$ cat config.mk
export PLATFORM = sky130hd
export DESIGN_NAME = bus_cycle_ctrl
export DESIGN_NICKNAME = d
export VERILOG_FILES = /design/src/bus_cycle_ctrl.v
export VERILOG_INCLUDE_DIRS = /design/src /design/src/src
export SDC_FILE = /design/constraint.sdc
export NUM_CORES = 1
export LEC_CHECK = 0
export ABC_AREA = 1
export BUFFER_PORTS_ARGS = -buffer_cell sky130_fd_sc_hd__buf_2
export CORE_ASPECT_RATIO = 0.5
export CORE_MARGIN = 2
export CORE_UTILIZATION = 52
export DETAILED_ROUTE_END_ITERATION = 6
export GPL_ROUTABILITY_DRIVEN = 0
export MAX_ROUTING_LAYER = met4
export PLACE_DENSITY_LB_ADDON = 0.3
export REMOVE_ABC_BUFFERS = 1
export SYNTH_ARGS = -nofsm -noshare
export SYNTH_HDL_FRONTEND = slang
export SYNTH_SLANG_ARGS = --single-unit
export TNS_END_PERCENT = 30
$ cat constraint.sdc
create_clock -name ref_clk_i -period 1.7 [get_ports ref_clk_i]
set_input_delay 0.255 -clock ref_clk_i [delete_from_list [all_inputs] [get_ports ref_clk_i]]
set_output_delay 0.255 -clock ref_clk_i [all_outputs]
set_load 0.005 [all_outputs]
$ cat src/bus_cycle_regs.vh
// constants for the backplane bus cycle controller
// assumes a 50 MHz reference clock and a host that includes this header once per unit
`ifndef BUS_CYCLE_REGS_VH
`define BUS_CYCLE_REGS_VH
// register offsets (byte addresses, one word each)
`define REG_CTRL        4'h0
`define REG_ADDR        4'h4
`define REG_WDATA       4'h8
`define REG_STATUS      4'hC
// control register fields
`define CTRL_GO_BIT     0
`define CTRL_IAK_BIT    1
`define CTRL_WRITE_BIT  2
`define CTRL_BYTE_BIT   3
`define CTRL_RMW_BIT    4
`define CTRL_CON_BIT    5
`define CTRL_IOP_BIT    6
`define CTRL_RESET      7'h00
// status register fields
`define STAT_BUSY_BIT   0
`define STAT_PERR_BIT   1
`define STAT_LACK_BIT   2
// one oscillator period (150 ns) in whole reference clock cycles, rounded up
`define OSC_PERIOD_NS   8'h96
`define OSC_CYCLES      8'h08
`define HALF_CYCLES     8'h04
// parity trap vector, octal 114
`define PAR_TRAP_VEC    16'h004C
`endif

$ cat src/bus_cycle_ctrl.v
// backplane bus cycle controller: read, interrupt-acknowledge read and write cycles
// assumes synchronous backplane inputs and a classic wishbone master for control
// Functional notes
// - sync asserts half period before phase one ends, not on acknowledge reads
// - data-in strobe asserts half period into phase three on reads
// - address drive drops at end of phase three on reads
// - one period into phase four, onboard or backplane data routes to processor bus
// - ordinary read holds in phase four until reply, internal read, or mapper
// - end of phase five clocks processor bus data into the chip set
// - acknowledge microbit stays negated on ordinary reads
// - local ack enable set at phase one if serial unit requests, no level 5/6
// - local ack: internal read one period into phase four, serial vector
// - otherwise backplane read; ack out sets two periods into phase four, gate stage3 clear
// - acknowledge read holds in phase four until reply, internal read, or mapper
// - write data loads backplane registers at end of phase three, also onboard
// - internal write strobe on end of phase two, off one period into phase five
// - read-modify-write holds write in phase four until reply stage3 negates
// - data-out strobe sets one period into phase five
// - write holds in phase five until mapper, backplane reply, or internal select with strobe off
// - output stage two delays data drive release by one period each edge
// - read enable passes backplane bits 18..0 onto processor bus
// - end of phase-bar decodes microbits 7:6 into console cycle flag
// - io page select on normal cycles; forced off on console if bit 17/16 clear
// - byte flag set in address part, byte/word in data part, not on reads
// - reads capture bits 17:16; both set gives parity error, reset, trap 114
// - sync held until bus hold clears and slave releases reply
//
// Chosen here: the address map and the Wishbone register port.
`timescale 1ns/100ps
`default_nettype none
`include "bus_cycle_regs.vh"
module bus_cycle_ctrl (
    input  wire        ref_clk_i,
    input  wire        rst_i,
    // wishbone slave
    input  wire        wb_cyc_i,
    input  wire        wb_stb_i,
    input  wire        wb_we_i,
    input  wire [3:0]  wb_adr_i,
    input  wire [3:0]  wb_sel_i,
    input  wire [31:0] wb_dat_i,
    output reg  [31:0] wb_dat_o,
    output wire        wb_ack_o,
    // backplane side
    input  wire [18:0] bdal_i,
    output reg  [18:0] bdal_o,
    output wire        bdal_oe_o,
    output reg         bsync_o,
    output reg         bdin_o,
    output reg         bdout_o,
    output reg         biako_o,
    output reg         bbs7_o,
    output reg         bwtbt_o,
    input  wire        brply_i,
    input  wire        birq5_i,
    input  wire        birq6_i,
    // on-board side
    input  wire        serial_unit_int_request_i,
    input  wire        mapper_reply_i,
    input  wire        internal_address_select_i,
    input  wire        console_addr_bit17_i,
    input  wire        console_addr_bit16_i,
    input  wire [1:0]  microbits_7_6_i,
    input  wire [15:0] onboard_register_bus_i,
    output reg  [15:0] onboard_register_bus_o,
    output reg         internal_write_strobe_o,
    output reg         interrupt_ack_microbit_o,
    output reg  [18:0] processor_bus_o,
    output reg  [15:0] chip_set_data_o,
    output reg         chip_set_load_o,
    output reg         chip_reset_o,
    output reg  [15:0] trap_vector_o
);

    // phase time states
    localparam [3:0] ST_IDLE = 4'h0;
    localparam [3:0] ST_PBT  = 4'h1;
    localparam [3:0] ST_PT1  = 4'h2;
    localparam [3:0] ST_PT2  = 4'h3;
    localparam [3:0] ST_PT3  = 4'h4;
    localparam [3:0] ST_PT4  = 4'h5;
    localparam [3:0] ST_PT5  = 4'h6;
    localparam [3:0] ST_END  = 4'h7;

    localparam [7:0] OSC_N  = `OSC_CYCLES;
    localparam [7:0] HALF_N = `HALF_CYCLES;

    // registers visible to software
    reg  [6:0]  ctrl_q;
    reg  [18:0] addr_q;
    reg  [15:0] wdata_q;
    reg         ack_q;

    // sequencer state
    reg  [3:0]  state_q;
    reg  [7:0]  tick_q;        // reference cycles into the current phase
    reg         is_write_q;
    reg         is_iak_q;
    reg         is_rmw_q;
    reg         is_byte_q;
    reg         io_page_q;
    reg         console_cycle_ff_q;
    reg         sync_enable_flag_q;
    reg         local_ack_enable_q;
    reg         backplane_drive_gate_q;
    reg         gate_stage3_q;
    reg         gate_stage3_dly_q;
    reg         backplane_read_enable_q;
    reg         internal_bus_read_q;
    reg         output_strobe_stage2_q;
    reg  [`OSC_CYCLES-2:0] strobe_pipe_q;  // data-out strobe delay line
    reg         reply_sync_stage3_q;
    reg         bus_hold_state_q;
    reg  [1:0]  captured_parity_bits_q;
    reg         address_parity_error_q;

    wire bus_hit   = wb_cyc_i & wb_stb_i & ~ack_q;
    wire busy      = (state_q != ST_IDLE);
    wire one_osc   = (tick_q >= OSC_N - 8'h01);
    wire half_osc  = (tick_q == HALF_N);

    // decode of a register word offset, used by read and write paths
    function is_reg;
        input [3:0] adr;
        input [3:0] off;
        begin
            is_reg = (adr[3:2] == off[3:2]);
        end
    endfunction

    // single-cycle wishbone answer; writes take effect on the ack edge
    assign wb_ack_o  = ack_q;
    assign bdal_oe_o = backplane_drive_gate_q | output_strobe_stage2_q;

    always @(posedge ref_clk_i) begin
        if (rst_i) begin
            ack_q    <= 1'b0;
            wb_dat_o <= 32'h0000_0000;
        end else begin
            ack_q <= bus_hit;
            if (bus_hit & ~wb_we_i) begin
                if (is_reg(wb_adr_i, `REG_CTRL))
                    wb_dat_o <= {25'h000_0000, ctrl_q};
                else if (is_reg(wb_adr_i, `REG_ADDR))
                    wb_dat_o <= {13'h0000, addr_q};
                else if (is_reg(wb_adr_i, `REG_WDATA))
                    wb_dat_o <= {16'h0000, wdata_q};
                else
                    wb_dat_o <= {13'h0000, processor_bus_o[15:0],
                                 local_ack_enable_q, address_parity_error_q, busy};
            end
        end
    end

    // software registers; the go bit self-clears when the cycle starts
    always @(posedge ref_clk_i) begin
        if (rst_i) begin
            ctrl_q  <= `CTRL_RESET;
            addr_q  <= 19'h00000;
            wdata_q <= 16'h0000;
        end else begin
            if (bus_hit & wb_we_i & wb_sel_i[0] & is_reg(wb_adr_i, `REG_CTRL))
                ctrl_q <= wb_dat_i[6:0];
            else if (state_q == ST_PBT)
                ctrl_q[`CTRL_GO_BIT] <= 1'b0;
            if (bus_hit & wb_we_i & is_reg(wb_adr_i, `REG_ADDR))
                addr_q <= wb_dat_i[18:0];
            if (bus_hit & wb_we_i & is_reg(wb_adr_i, `REG_WDATA))
                wdata_q <= wb_dat_i[15:0];
        end
    end

    // phase sequencer with pauses
    always @(posedge ref_clk_i) begin
        if (rst_i) begin
            state_q <= ST_IDLE;
            tick_q  <= 8'h00;
        end else begin
            tick_q <= tick_q + 8'h01;
            case (state_q)
                ST_IDLE: begin
                    tick_q <= 8'h00;
                    if (ctrl_q[`CTRL_GO_BIT] & ~bus_hold_state_q & ~brply_i)
                        state_q <= ST_PBT;
                end
                ST_PBT, ST_PT1, ST_PT2: if (one_osc) begin
                    state_q <= state_q + 4'h1;
                    tick_q  <= 8'h00;
                end
                ST_PT3: if (one_osc & (~sync_enable_flag_q | gate_stage3_q)) begin
                    state_q <= ST_PT4;
                    tick_q  <= 8'h00;
                end
                ST_PT4: begin
                    if (tick_q >= OSC_N + OSC_N) begin
                        tick_q <= tick_q;
                        if (is_write_q ? (~is_rmw_q | ~reply_sync_stage3_q) :
                            (brply_i | mapper_reply_i |
                             internal_bus_read_q)) begin
                            state_q <= ST_PT5;
                            tick_q  <= 8'h00;
                        end
                    end
                end
                ST_PT5: begin
                    if (tick_q >= OSC_N) begin
                        tick_q <= tick_q;
                        if (~is_write_q | mapper_reply_i | brply_i |
                            (internal_address_select_i & ~internal_write_strobe_o)) begin
                            state_q <= ST_END;
                            tick_q  <= 8'h00;
                        end
                    end
                end
                ST_END: if (~output_strobe_stage2_q & ~|strobe_pipe_q & ~bdout_o)
                    state_q <= ST_IDLE;
                default: state_q <= ST_IDLE;
            endcase
        end
    end

    // cycle qualifiers, address capture, backplane gating
    always @(posedge ref_clk_i) begin
        if (rst_i) begin
            is_write_q <= 1'b0;
            is_iak_q <= 1'b0;
            is_rmw_q <= 1'b0;
            is_byte_q <= 1'b0;
            io_page_q <= 1'b0;
            console_cycle_ff_q <= 1'b0;
            sync_enable_flag_q <= 1'b0;
            local_ack_enable_q <= 1'b0;
            backplane_drive_gate_q <= 1'b0;
            gate_stage3_q <= 1'b0;
            gate_stage3_dly_q <= 1'b0;
            bdal_o <= 19'h00000;
            bbs7_o <= 1'b0;
            bwtbt_o <= 1'b0;
            interrupt_ack_microbit_o <= 1'b0;
            bus_hold_state_q <= 1'b0;
        end else begin
            gate_stage3_dly_q <= gate_stage3_q;
            if (state_q == ST_IDLE && ctrl_q[`CTRL_GO_BIT]) begin
                is_write_q <= ctrl_q[`CTRL_WRITE_BIT];
                is_iak_q   <= ctrl_q[`CTRL_IAK_BIT] & ~ctrl_q[`CTRL_WRITE_BIT];
                is_rmw_q   <= ctrl_q[`CTRL_RMW_BIT];
                is_byte_q  <= ctrl_q[`CTRL_BYTE_BIT];
                io_page_q  <= ctrl_q[`CTRL_IOP_BIT];
                sync_enable_flag_q <= ~(ctrl_q[`CTRL_IAK_BIT] & ~ctrl_q[`CTRL_WRITE_BIT]);
            end
            if (state_q == ST_PBT && one_osc)
                console_cycle_ff_q <= (microbits_7_6_i == 2'h1);
            interrupt_ack_microbit_o <= busy & is_iak_q;
            if (state_q == ST_PT1 && tick_q == 8'h00)
                local_ack_enable_q <= is_iak_q & serial_unit_int_request_i
                                      & ~birq5_i & ~birq6_i;
            else if (state_q == ST_IDLE && ctrl_q[`CTRL_GO_BIT])
                local_ack_enable_q <= 1'b0; // kept until next start for status
            // address loads at end of phase two, data at end of phase three in write
            if (state_q == ST_PT2 && one_osc) begin
                bdal_o <= addr_q;
                bbs7_o <= io_page_q & ~(console_cycle_ff_q &
                          ~(console_addr_bit17_i & console_addr_bit16_i));
                bwtbt_o <= is_write_q;
                if (sync_enable_flag_q)
                    backplane_drive_gate_q <= 1'b1;
            end
            if (state_q == ST_PT3 && one_osc) begin
                if (is_write_q) begin
                    bdal_o  <= {3'h0, wdata_q};
                    bwtbt_o <= is_byte_q;
                end else begin
                    backplane_drive_gate_q <= 1'b0;
                    bwtbt_o <= 1'b0;
                end
            end
            // gate stage3 sets on the first phase-three clock once address is driven
            if (backplane_drive_gate_q & ~is_write_q & state_q == ST_PT3)
                gate_stage3_q <= 1'b1;
            else if (~backplane_drive_gate_q)
                gate_stage3_q <= 1'b0;
            else if (state_q == ST_PT3)
                gate_stage3_q <= 1'b1;
            // write data drive released only after stage two clears
            if (state_q == ST_END && ~output_strobe_stage2_q && ~|strobe_pipe_q && ~bdout_o)
                backplane_drive_gate_q <= 1'b0;
            bus_hold_state_q <= busy;
        end
    end

    // strobes, sync, acknowledge, reads, writes
    always @(posedge ref_clk_i) begin
        if (rst_i) begin
            bsync_o <= 1'b0;
            bdin_o <= 1'b0;
            bdout_o <= 1'b0;
            biako_o <= 1'b0;
            output_strobe_stage2_q <= 1'b0;
            strobe_pipe_q <= {(`OSC_CYCLES-1){1'b0}};
            internal_write_strobe_o <= 1'b0;
            backplane_read_enable_q <= 1'b0;
            internal_bus_read_q <= 1'b0;
            reply_sync_stage3_q <= 1'b0;
            onboard_register_bus_o <= 16'h0000;
            processor_bus_o <= 19'h00000;
        end else begin
            reply_sync_stage3_q <= brply_i;
            if (state_q == ST_PT1 && tick_q == OSC_N - HALF_N && sync_enable_flag_q)
                bsync_o <= 1'b1;
            else if (~bus_hold_state_q & ~busy & ~brply_i)
                bsync_o <= 1'b0;
            if (state_q == ST_PT3 && half_osc && ~is_write_q)
                bdin_o <= 1'b1;
            else if (state_q == ST_END || state_q == ST_IDLE)
                bdin_o <= 1'b0;
            if (state_q == ST_PT4 && tick_q == OSC_N && ~is_write_q) begin
                if (is_iak_q & local_ack_enable_q)
                    internal_bus_read_q <= 1'b1;
                else if (~is_iak_q & internal_address_select_i)
                    internal_bus_read_q <= 1'b1;
                else
                    backplane_read_enable_q <= 1'b1;
            end else if (state_q == ST_PT5) begin
                internal_bus_read_q <= 1'b0;
                backplane_read_enable_q <= 1'b0;
            end
            if (is_iak_q & ~local_ack_enable_q & ~gate_stage3_q &
                gate_stage3_dly_q == 1'b0 & state_q == ST_PT4 & tick_q == OSC_N + OSC_N)
                biako_o <= 1'b1;
            else if (state_q == ST_IDLE)
                biako_o <= 1'b0;
            if (internal_bus_read_q)
                processor_bus_o <= {3'h0, onboard_register_bus_i};
            else if (backplane_read_enable_q)
                processor_bus_o <= bdal_i;
            if (state_q == ST_PT2 && one_osc && is_write_q)
                internal_write_strobe_o <= 1'b1;
            else if (state_q == ST_PT5 && tick_q == OSC_N)
                internal_write_strobe_o <= 1'b0;
            if (state_q == ST_PT3 && one_osc && is_write_q)
                onboard_register_bus_o <= wdata_q;
            if (state_q == ST_PT5 && tick_q == OSC_N && is_write_q)
                bdout_o <= 1'b1;
            else if (state_q == ST_END)
                bdout_o <= 1'b0;
            // stage two trails the strobe by one oscillator period on both edges
            strobe_pipe_q <= {strobe_pipe_q[`OSC_CYCLES-3:0], bdout_o};
            output_strobe_stage2_q <= strobe_pipe_q[`OSC_CYCLES-2];
        end
    end

    // end of phase five: load chip set; end of phase-bar: parity check
    always @(posedge ref_clk_i) begin
        if (rst_i) begin
            chip_set_data_o <= 16'h0000;
            chip_set_load_o <= 1'b0;
            captured_parity_bits_q <= 2'h0;
            address_parity_error_q <= 1'b0;
            chip_reset_o <= 1'b0;
            trap_vector_o <= 16'h0000;
        end else begin
            chip_set_load_o <= 1'b0;
            if (backplane_read_enable_q)
                captured_parity_bits_q <= bdal_i[17:16];
            if (state_q == ST_PT5 && tick_q >= OSC_N && ~is_write_q) begin
                chip_set_data_o <= processor_bus_o[15:0];
                chip_set_load_o <= 1'b1;
            end
            if (state_q == ST_PBT && one_osc) begin
                address_parity_error_q <= &captured_parity_bits_q;
                chip_reset_o <= &captured_parity_bits_q;
                if (&captured_parity_bits_q)
                    trap_vector_o <= `PAR_TRAP_VEC;
                captured_parity_bits_q <= 2'h0;
            end else
                chip_reset_o <= 1'b0;
        end
    end

endmodule
`default_nettype wire

==> metrics.cfg, run 1 <==
[clocking]
clk_pin_slew_ns = 0.07
clock-sinks = 181
ctsHoldBuffers = 0
htree_levels = 4
numCtsBuffers = 17
clock_latency_ns = 0.43
cts_buffer_depth = 2
cts_tree = yes
root_buffer = clkbuf_16

[floorplanning]
die_h_um = 90.3
io_pins = 220
core_region_area_um2 = 14500
die_area_um2 = 16000
rows = 31
fp.dieW_um = 177
initial_core_util = 0.534

[worst_setup_path]
cp_max_fo = 8
crit_type = register to register
startpoint_type = register
ff2ff_setup_slack_ns = 0.09
critPathRequiredTime_ns = 2.05
critical_path.endpoint_type = register
cp.arrival_ns = 1.96

[timing]
clock_skew_ns = 0.00978
period_needed_ns = 1.61
setup_viol_count_final = 0
drv_slew = 0
max_freq_ghz = 0.621
setup_slack_ns = 0.0896
hold_violations = 0
setup_tns_ns = 0
fin_crit_sh = 0.947
whs_ns = 0.0900

[grt]
antenna_found_initial = 0
grt_max_degree = 68
grt_pass1_vias = 6998
grt_usage = 0.277
grt_pass1_wl_mm = 34.2
overflow = 0

[power_and_ir_drop]
ir_worst_vdd_uv = 715
p_leak_uw = 0.00434
p_int_uw = 6390
combPwrFrac = 0.061
power_uw = 8530
p_per_area_nw_per_um2 = 900
seqPwrFrac = 0.506
switching_power_uw = 2140
switching_share = 0.251
p_clk_frac = 0.433

[logic_synthesis]
synth_common_cells = nand2_1 (189), dfxtp_1 (181), o21ai_0 (147), inv_1 (109), a21oi_1 (98)
yosys_warnings = 0
ys_ff_latch = 181
synth_area_leaders = dfxtp_1 (47%), o21ai_0 (9.5%), nand2_1 (9.2%)
synth_xor_area_frac = 0.00113
synth_mux_area_frac = 0
yosysTopAreaCell = dfxtp_1
synth_area_um2 = 7750
syn_area_per_cell_um2 = 7.43
synth_fa_ha_area_frac = 0.00969
synth_enable_flop_cells = 0
async_reset_ff_frac = 0
synth_compound_area_frac = 0.199
synth_top_family_by_area = simple AND/OR/NAND/NOR gates
ys_seq_area_frac = 0.468
synthCells = 1043
synth_cell_types = 44
synth.top_cell.area_share = 0.468
yosys.area_share.simple = 0.204
synth_most_common_cell = nand2_1
synth_flop_cell = dfxtp_1

[place]
dp_slack_ns = -0.0303
dpl.hpwl_mm = 15.1
io_buffers = 175
dp_cells = 1402

[detailed_routing]
dr.first_iter.drc_count = 684
dr_total_vias = 7524
avgRoutedWirePerCell_um = 14.8
routed_via_density = 5.24
drtPass1Iterations = 6
drt_wl_total_mm = 21.3
final_antenna_net_count = 0
route.detailed.drc = 0

[finish]
area_growth_pct = 22.3
drive_gt1_frac = 0.241
finalNetCount = 1320
n_antenna_cell = 0
fin_cells = 1435

[min_path]
hp-class = input pin to register

[status]
status = complete, no violations

[flow_run]
max-cap-violations = 0

-- cell type report --
| class | count | area [µm²] |
|---|---|---|
| well taps | 198 | 248 |
| inverters | 122 | 465 |
| clock inverters | 14 | 120 |
| flip-flops and latches | 181 | 3630 |
| repair buffers | 211 | 1220 |
| multi-input cells | 691 | 3370 |
| fillers | 1258 | 5030 |
| clock buffers | 18 | 429 |
-- sequential cells by signal (all words and copies together), names as in the netlist, 2 cells and up --
name and count:
chip_set_data_o 16, state_q 4, captured_parity_bits_q 2, addr_q 19, onboard_register_bus_o 16, ctrl_q 7
strobe_pipe_q 7, wdata_q 16, processor_bus_o 19, wb_dat_o 19, tick_q 8, bdal_o 19
-- worst max-delay path: stages (launching register included) --
cell	delay [ns]
dfxtp_4	0.36
inv_2	0.06
ha_2	0.19
inv_2	0.06
nor2_4	0.21
nand3_1	0.14
nand2_1	0.14
nor2_2	0.07
nand2_1	0.11
nand2_1	0.07
a21oi_1	0.12
-- layout by cell type (no fill, tap or decap), types with 4 or more instances in the layout --
master | Yosys | final
nand2_1 | 189 | 188
dfxtp_1 | 181 | 178
buf_2 | 17 | 175
o21ai_0 | 147 | 146
inv_1 | 109 | 105
a21oi_1 | 98 | 97
nor2_1 | 87 | 85
nand3_1 | 51 | 49
buf_4 | 32 | 30
conb_1 | 1 | 27
clkbuf_16 | 0 | 17
o211ai_1 | 15 | 15
inv_2 | 10 | 14
o21ai_1 | 12 | 13
nor2_2 | 9 | 9
nor2_4 | 5 | 7
nor3_1 | 6 | 6
buf_12 | 0 | 6
nand2_2 | 5 | 5
nand3_2 | 3 | 5
o22ai_1 | 5 | 5
clkinvlp_4 | 0 | 5
a211oi_1 | 4 | 4
inv_6 | 1 | 4
-- power groups by stage --
| stage | registers, µW | logic (µW) | clock network (µW) |
|---|---|---|---|
| floorplan | 4410 | 239 | 0 |
| global placement | 4410 | 480 | 0 |
| detailed placement | 4410 | 491 | 0 |
| CTS | 4320 | 503 | 3750 |
| global route | 4320 | 576 | 3930 |
| finish | 4320 | 519 | 3690 |
-- cell families (layout without fill, tap and decap cells) --
logic type / count (synthesis) / after routing
flip-flops: 181 / 181
XOR/XNOR: 1 / 1
adder cells (fa/ha/maj): 6 / 6
buffers and inverters: 197 / 365
AND/OR/NAND/NOR: 366 / 366
AO/OA/AOI/OAI: 291 / 291
other: 1 / 27
-- routing by layer --
metal  routed length, µm  vias to the layer above  track usage
met4                 429                        0       0.0902
met1                9260                     3451        0.352
met5                   0                        -            -
met3                1530                       42       0.0543
li1                    -                     3718            -
met2               10100                      313        0.446
-- per-stage QoR --
stage,instance area (µm²),util
2_1_floorplan,7390,-
3_3_place_gp,8860,0.610
3_5_place_dp,8860,0.610
4_1_cts,9420,0.649
5_1_grt,9480,0.653
6_report,9480,0.653
-- repair_timing --
item / in CTS / in global routing
pin swaps: 1 / 5
cloned: 0 / 0
resized for setup: 3 / 19
setup buffers: 0 / 1
endpoints found under the setup margin: 7 / 59
-- worst paths after layout --
kind	from	to	depth (start not counted)
worst min register to register	strobe_pipe_q[0]	strobe_pipe_q[1]	2
worst max-delay path	state_q[0]	state_q[1]	10
worst min-delay path	wb_dat_i[6]	wdata_q[6]	3
worst max register to register	state_q[0]	state_q[1]	10
No activity file was read; power rests on OpenSTA's default activity.
==> inputs of run 2 (changes only) <==
- CORE_UTILIZATION: 52 -> 28
==> run 2 against run 1 <==
  * Register-to-register slack is essentially flat
  * Critical path depth rose by 1
  * Fmax shrank 0.34%
  * Critical endpoint is now tick_q[3]
  * Largest power group unchanged
==> metrics.cfg, run 2 (synthesis results as in run 1) <==
[worst_setup_path]
startpoint_type = register  ; unchanged
cp.arrival_ns = 2.00  ; was 1.96 ns
slowest_delay_ns = 0.37  ; was 0.36 ns
critical_path.endpoint_type = register  ; unchanged
path_cells = inv_2 -> ha_2 -> inv_2 -> nor2_4 -> nand4_2 -> nand2_4 -> buf_4 -> nor2_1 -> nand2_1 -> nand3_1 -> nor2_1  ; was inv_2 -> ha_2 -> inv_2 -> nor2_4 -> nand3_1 -> nand2_1 -> nor2_2 -> nand2_1 -> nand2_1 -> a21oi_1
cp_max_fo = 7  ; was 8
crit_slowest_cell = dfxtp_4  ; unchanged
path_delay_family = simple AND/OR/NAND/NOR gates  ; unchanged
path_buf_inv = 3  ; was 2
critPathRequiredTime_ns = 2.08  ; was 2.05 ns
crit_type = register to register  ; unchanged

[place]
dp_slack_ns = -0.0362  ; was -0.0303 ns
dp_cells = 1558  ; was 1402
dpl.hpwl_mm = 17.3  ; was 15.1 mm
io_buffers = 175  ; unchanged

[detailed_routing]
routed_via_density = 4.65  ; was 5.24
drt_wl_total_mm = 23.5  ; was 21.3 mm
final_antenna_net_count = 0  ; unchanged
route.detailed.drc = 0  ; unchanged
dr_total_vias = 7415  ; was 7524
avgRoutedWirePerCell_um = 14.7  ; was 14.8 µm
dr.first_iter.drc_count = 404  ; was 684
drtPass1Iterations = 5  ; was 6

[timing]
max_freq_ghz = 0.619  ; was 0.621 GHz
setup_viol_count_final = 0  ; unchanged
setup_slack_ns = 0.0841  ; was 0.0896 ns
rsz0062_at_grt = true
hold_violations = 0  ; unchanged
period_needed_ns = 1.62  ; was 1.61 ns
fin_crit_sh = 0.951  ; was 0.947
setup_tns_ns = 0  ; unchanged
drv_slew = 0  ; unchanged
clock_skew_ns = 0.0137  ; was 0.00978 ns

[min_path]
hp-class = input pin to register  ; unchanged

[grt]
overflow = 0  ; unchanged
grt_pass1_wl_mm = 36.2  ; was 34.2 mm
grt_max_degree = 43  ; was 68
antenna_found_initial = 0  ; unchanged
grt_pass1_vias = 6953  ; was 6998
grt_usage = 0.166  ; was 0.277

[finish]
layout_common_cells = nand2_1 (188), dfxtp_1 (178), buf_2 (175)  ; unchanged
finalNetCount = 1327  ; was 1320
n_antenna_cell = 0  ; unchanged
drive_gt1_frac = 0.248  ; was 0.241
multi_input_area_um2 = 3410  ; was 3370 µm²
fin_cells = 1596  ; was 1435
fillers = 2832  ; was 1258
area_growth_pct = 26.9  ; was 22.3%
final_common_cell = nand2_1  ; unchanged
final_util = 0.367  ; was 0.653
seqCellArea_um2 = 3630  ; unchanged

[floorplanning]
die_area_um2 = 29100  ; was 16000 µm²
core_region_area_um2 = 26800  ; was 14500 µm²
io_pins = 220  ; unchanged
initial_core_util = 0.289  ; was 0.534
fp.dieW_um = 239  ; was 177 µm
rows = 42  ; was 31
die_h_um = 122  ; was 90.3 µm

[power_and_ir_drop]
p_per_area_nw_per_um2 = 883  ; was 900 nW/µm²
power_uw = 8690  ; was 8530 µW
ir_worst_vdd_uv = 566  ; was 715 µV
p_leak_uw = 0.00439  ; was 0.00434 µW

[clocking]
htree_levels = 4  ; unchanged
root_buffer = clkbuf_16  ; unchanged
clock-sinks = 181  ; unchanged
cts_buffer_depth = 2  ; unchanged
numCtsBuffers = 17  ; unchanged
cts_tree = yes  ; unchanged
clk_pin_slew_ns = 0.07  ; about the same
clock_latency_ns = 0.44  ; was 0.43 ns

[status]
status = complete, no violations  ; unchanged

[flow_run]
max-cap-violations = 0  ; unchanged

==> run 2: what timing repair did <==
action                                  CTS  global route
pin swaps                                 1             9
setup buffers                             0             5
cloned                                    0             1
endpoints found under the setup margin    7            60
hold buffers                              0             0
resized for setup                         3            34
==> run 2: stage by stage <==
stage          instance area [µm²]  hold WS, ns
2_1_floorplan                 7390        0.324
3_3_place_gp                  9080        0.408
3_5_place_dp                  9080        0.409
4_1_cts                       9650       0.0470
5_1_grt                       9830       0.0677
6_report                      9830       0.0700
==> run 2: worst reg2reg max path: stages (launching register included) <==
cell	delay [ns]
dfxtp_4	0.37
inv_2	0.06
ha_2	0.19
inv_2	0.05
nor2_4	0.21
nand4_2	0.16
nand2_4	0.15
buf_4	0.12
nor2_1	0.03
nand2_1	0.05
nand3_1	0.07
nor2_1	0.09
==> run 2: area by class of cell <==
cell class | count | share of cell area
clock buffer | 21 | 0.0468
inverter | 122 | 0.0478
clock inverter | 11 | 0.0104
multi-input combinational | 691 | 0.347
tap | 352 | 0.0448
sequential | 181 | 0.369
timing repair buffer | 218 | 0.134
==> run 2: path summary, 6_finish.rpt <==
path              cells after the start              from  slack, ns                  end
setup / recovery                     11        state_q[0]       0.08            tick_q[3]
hold / removal                        3        bdal_i[18]       0.07  processor_bus_o[18]
setup reg to reg                     11        state_q[0]       0.08            tick_q[3]
hold reg to reg                       2  strobe_pipe_q[2]       0.42     strobe_pipe_q[3]
==> run 2: where the power goes <==
group	switching, µW	internal, µW	total (µW)	leakage [µW]
sequential	31.2	4290	4320	0.00146
combinational	339	195	534	0.00267
clock	1740	2100	3830	0.000258
total	2110	6580	8690	0.00439
==> run 2: layer usage <==
metal / track usage / wire length, µm / vias to the layer above
met4: 0.0629 / 535 / 0
li1: - / - / 3722
met2: 0.286 / 11800 / 167
met3: 0.0331 / 932 / 36
met1: 0.192 / 10300 / 3490
met5: - / 0 / -
==> inputs of run 3 (changes only) <==
- CORE_ASPECT_RATIO: 0.5 -> unset
- CORE_UTILIZATION: 28 -> 50
==> run 3 against run 2 <==
  * Global-route usage up 9.3 points
  * Setup slack worse by 0.0038 ns
  * Final cell count fell by 10%
  * Highest routed layer unchanged
  * Non-clock buffer count down 4
  * Routed wire length decreased by 8.6%
  * Critical endpoint is now tick_q[1]
  * Clock skew fell by 0.0012 ns
  * Sequential cell count stayed put
  * First-iteration DRC count is 34% higher
  * Die area shrank 43%
==> metrics.cfg, run 3 (synthesis results as in run 1) <==
[power_and_ir_drop]
p_per_area_nw_per_um2 = 911  ; was 883 nW/µm²
switching_share = 0.238  ; was 0.243
p_clk_frac = 0.447  ; was 0.441
power_uw = 8750  ; was 8690 µW
seqPwrFrac = 0.494  ; was 0.497
ir_worst_vdd_uv = 708  ; was 566 µV
p_int_uw = 6670  ; was 6580 µW
combPwrFrac = 0.059  ; was 0.061
p_leak_uw = 0.00440  ; was 0.00439 µW
switching_power_uw = 2080  ; was 2110 µW

[timing]
hold_violations = 0  ; unchanged
fin_crit_sh = 0.953  ; was 0.951
rsz0062_at_grt = true  ; unchanged
setup_slack_ns = 0.0803  ; was 0.0841 ns
drv_slew = 0  ; unchanged
period_needed_ns = 1.62  ; about the same
setup_viol_count_final = 0  ; unchanged
clock_skew_ns = 0.0126  ; was 0.0137 ns
max_freq_ghz = 0.617  ; was 0.619 GHz

[clocking]
root_buffer = clkbuf_16  ; unchanged
clock_latency_ns = 0.44  ; about the same
numCtsBuffers = 17  ; unchanged
clk_pin_slew_ns = 0.06  ; was 0.07 ns
clock-sinks = 181  ; unchanged
htree_levels = 4  ; unchanged
cts_buffer_depth = 2  ; unchanged
cts_tree = yes  ; unchanged

[place]
dpl.hpwl_mm = 15.1  ; was 17.3 mm
dp_cells = 1390  ; was 1558
io_buffers = 175  ; unchanged
dp_slack_ns = 0.00657  ; was -0.0362 ns

[worst_setup_path]
cp_max_fo = 5  ; was 7
critPathRequiredTime_ns = 2.03  ; was 2.08 ns
r2r-start = state_q[0]  ; unchanged
cp.arrival_ns = 1.95  ; was 2.00 ns
reg2reg_to = tick_q[1]  ; was tick_q[3]
crit_end = tick_q[1]  ; was tick_q[3]
critical_path.endpoint_type = register  ; unchanged
crit_type = register to register  ; unchanged
ff2ff_path_depth = 10  ; was 11
setup.worst_path.start = state_q[0]  ; unchanged
ff2ff_setup_slack_ns = 0.08  ; about the same
startpoint_type = register  ; unchanged

[grt]
grt_pass1_wl_mm = 32.5  ; was 36.2 mm
grt_max_degree = 60  ; was 43
grt_pass1_vias = 6529  ; was 6953
overflow = 0  ; unchanged
grt_usage = 0.259  ; was 0.166
antenna_found_initial = 0  ; unchanged

[floorplanning]
rows = 45  ; was 42
core_region_area_um2 = 15200  ; was 26800 µm²
die_h_um = 129  ; was 122 µm
fp.dieW_um = 129  ; was 239 µm
initial_core_util = 0.510  ; was 0.289
io_pins = 220  ; unchanged
die_area_um2 = 16500  ; was 29100 µm²

[finish]
drive_gt1_frac = 0.242  ; was 0.248
finalNetCount = 1325  ; was 1327
area_growth_pct = 23.8  ; was 26.9%
fin_cells = 1432  ; was 1596
layout_common_cells = nand2_1 (187), dfxtp_1 (179), buf_2 (175)  ; was nand2_1 (188), dfxtp_1 (178), buf_2 (175)
final_common_cell = nand2_1  ; unchanged

[detailed_routing]
drtPass1Iterations = 5  ; unchanged
final_antenna_net_count = 0  ; unchanged
dr.first_iter.drc_count = 543  ; was 404
drt_wl_total_mm = 21.5  ; was 23.5 mm
dr_total_vias = 7481  ; was 7415
routed_via_density = 5.22  ; was 4.65
route.detailed.drc = 0  ; unchanged
avgRoutedWirePerCell_um = 15.0  ; was 14.7 µm

[flow_run]
max-cap-violations = 0  ; unchanged

[status]
status = complete, no violations  ; unchanged

[min_path]
hp-class = input pin to register  ; unchanged

==> run 3: cell types whose count changed in the layout (fill, tap and decap cells not counted), moves of 2 or more <==
cell and delta:
buf_4 -3, diode_2 +2, buf_12 -2, nor2_1 +2, clkbuf_8 -2, inv_6 +3
o21ai_0 +2
==> run 3: stage by stage <==
stage	TNS, ns	area, µm²	hold slack, ns	util
floorplan	-56.03	7390	0.324	-
global placement	0	8820	0.405	0.580
CTS	0	9420	0.0641	0.620
finish	0	9600	0.0691	0.631
global route	-0.0857	9590	0.0909	0.631
detailed placement	0	8820	0.413	0.580
==> run 3: critical path, stage by stage, from the launching register on <==
cell and delay, ns:
dfxtp_4 0.37, inv_2 0.04, ha_1 0.20, inv_1 0.11, nor2_4 0.07, inv_1 0.07, nor2_1 0.04, a21oi_1 0.14
nand3_2 0.17, o21ai_4 0.23, nor2_1 0.07
==> run 3: worst min-delay path by stage <==
stage,startpoint,end,cells past startpoint
floorplan,rst_i,address_parity_error_q,1
global placement,strobe_pipe_q[2],strobe_pipe_q[3],2
detailed placement,strobe_pipe_q[0],strobe_pipe_q[1],2
CTS,bdal_i[18],processor_bus_o[18],3
global route,wb_dat_i[7],wdata_q[7],3
finish,bdal_i[18],processor_bus_o[18],3
==> run 3: power by group through the flow <==
stage	Sequential [µW]	Combinational [µW]	Clock, µW
final	4320	520	3910
after global routing	4320	574	4130
after CTS	4320	501	3960
after detailed placement	4410	494	0
after global placement	4410	488	0
after floorplan	4410	239	0
==> run 3: routing by layer <==
metal / vias to the layer above / GRT usage / wire length [µm]
li1: 3723 / - / -
met1: 3398 / 0.328 / 9380
met2: 322 / 0.407 / 9950
met3: 38 / 0.0578 / 1720
met4: 0 / 0.0997 / 471
met5: - / - / 0
==> run 3: timing repair <==
item                                   in CTS  in global routing
cloned                                      0                  3
resized for setup                           3                 26
pin swaps                                   1                  3
setup endpoints to repair                   7                 69
hold buffers                                0                  0
endpoints found under the hold margin       0                  0
setup buffers                               0                  5
==> run 3: final cells by class <==
cell class / count / area (µm²)
Fill cell: 1415 / 5610
Sequential cell: 181 / 3630
Multi-Input combinational cell: 691 / 3380
Timing Repair Buffer: 214 / 1270
Inverter: 122 / 474
Clock buffer: 19 / 433
Tap cell: 188 / 235
Clock inverter: 13 / 153
Timing Repair inverter: 2 / 12.5
Antenna cell: 2 / 5.00
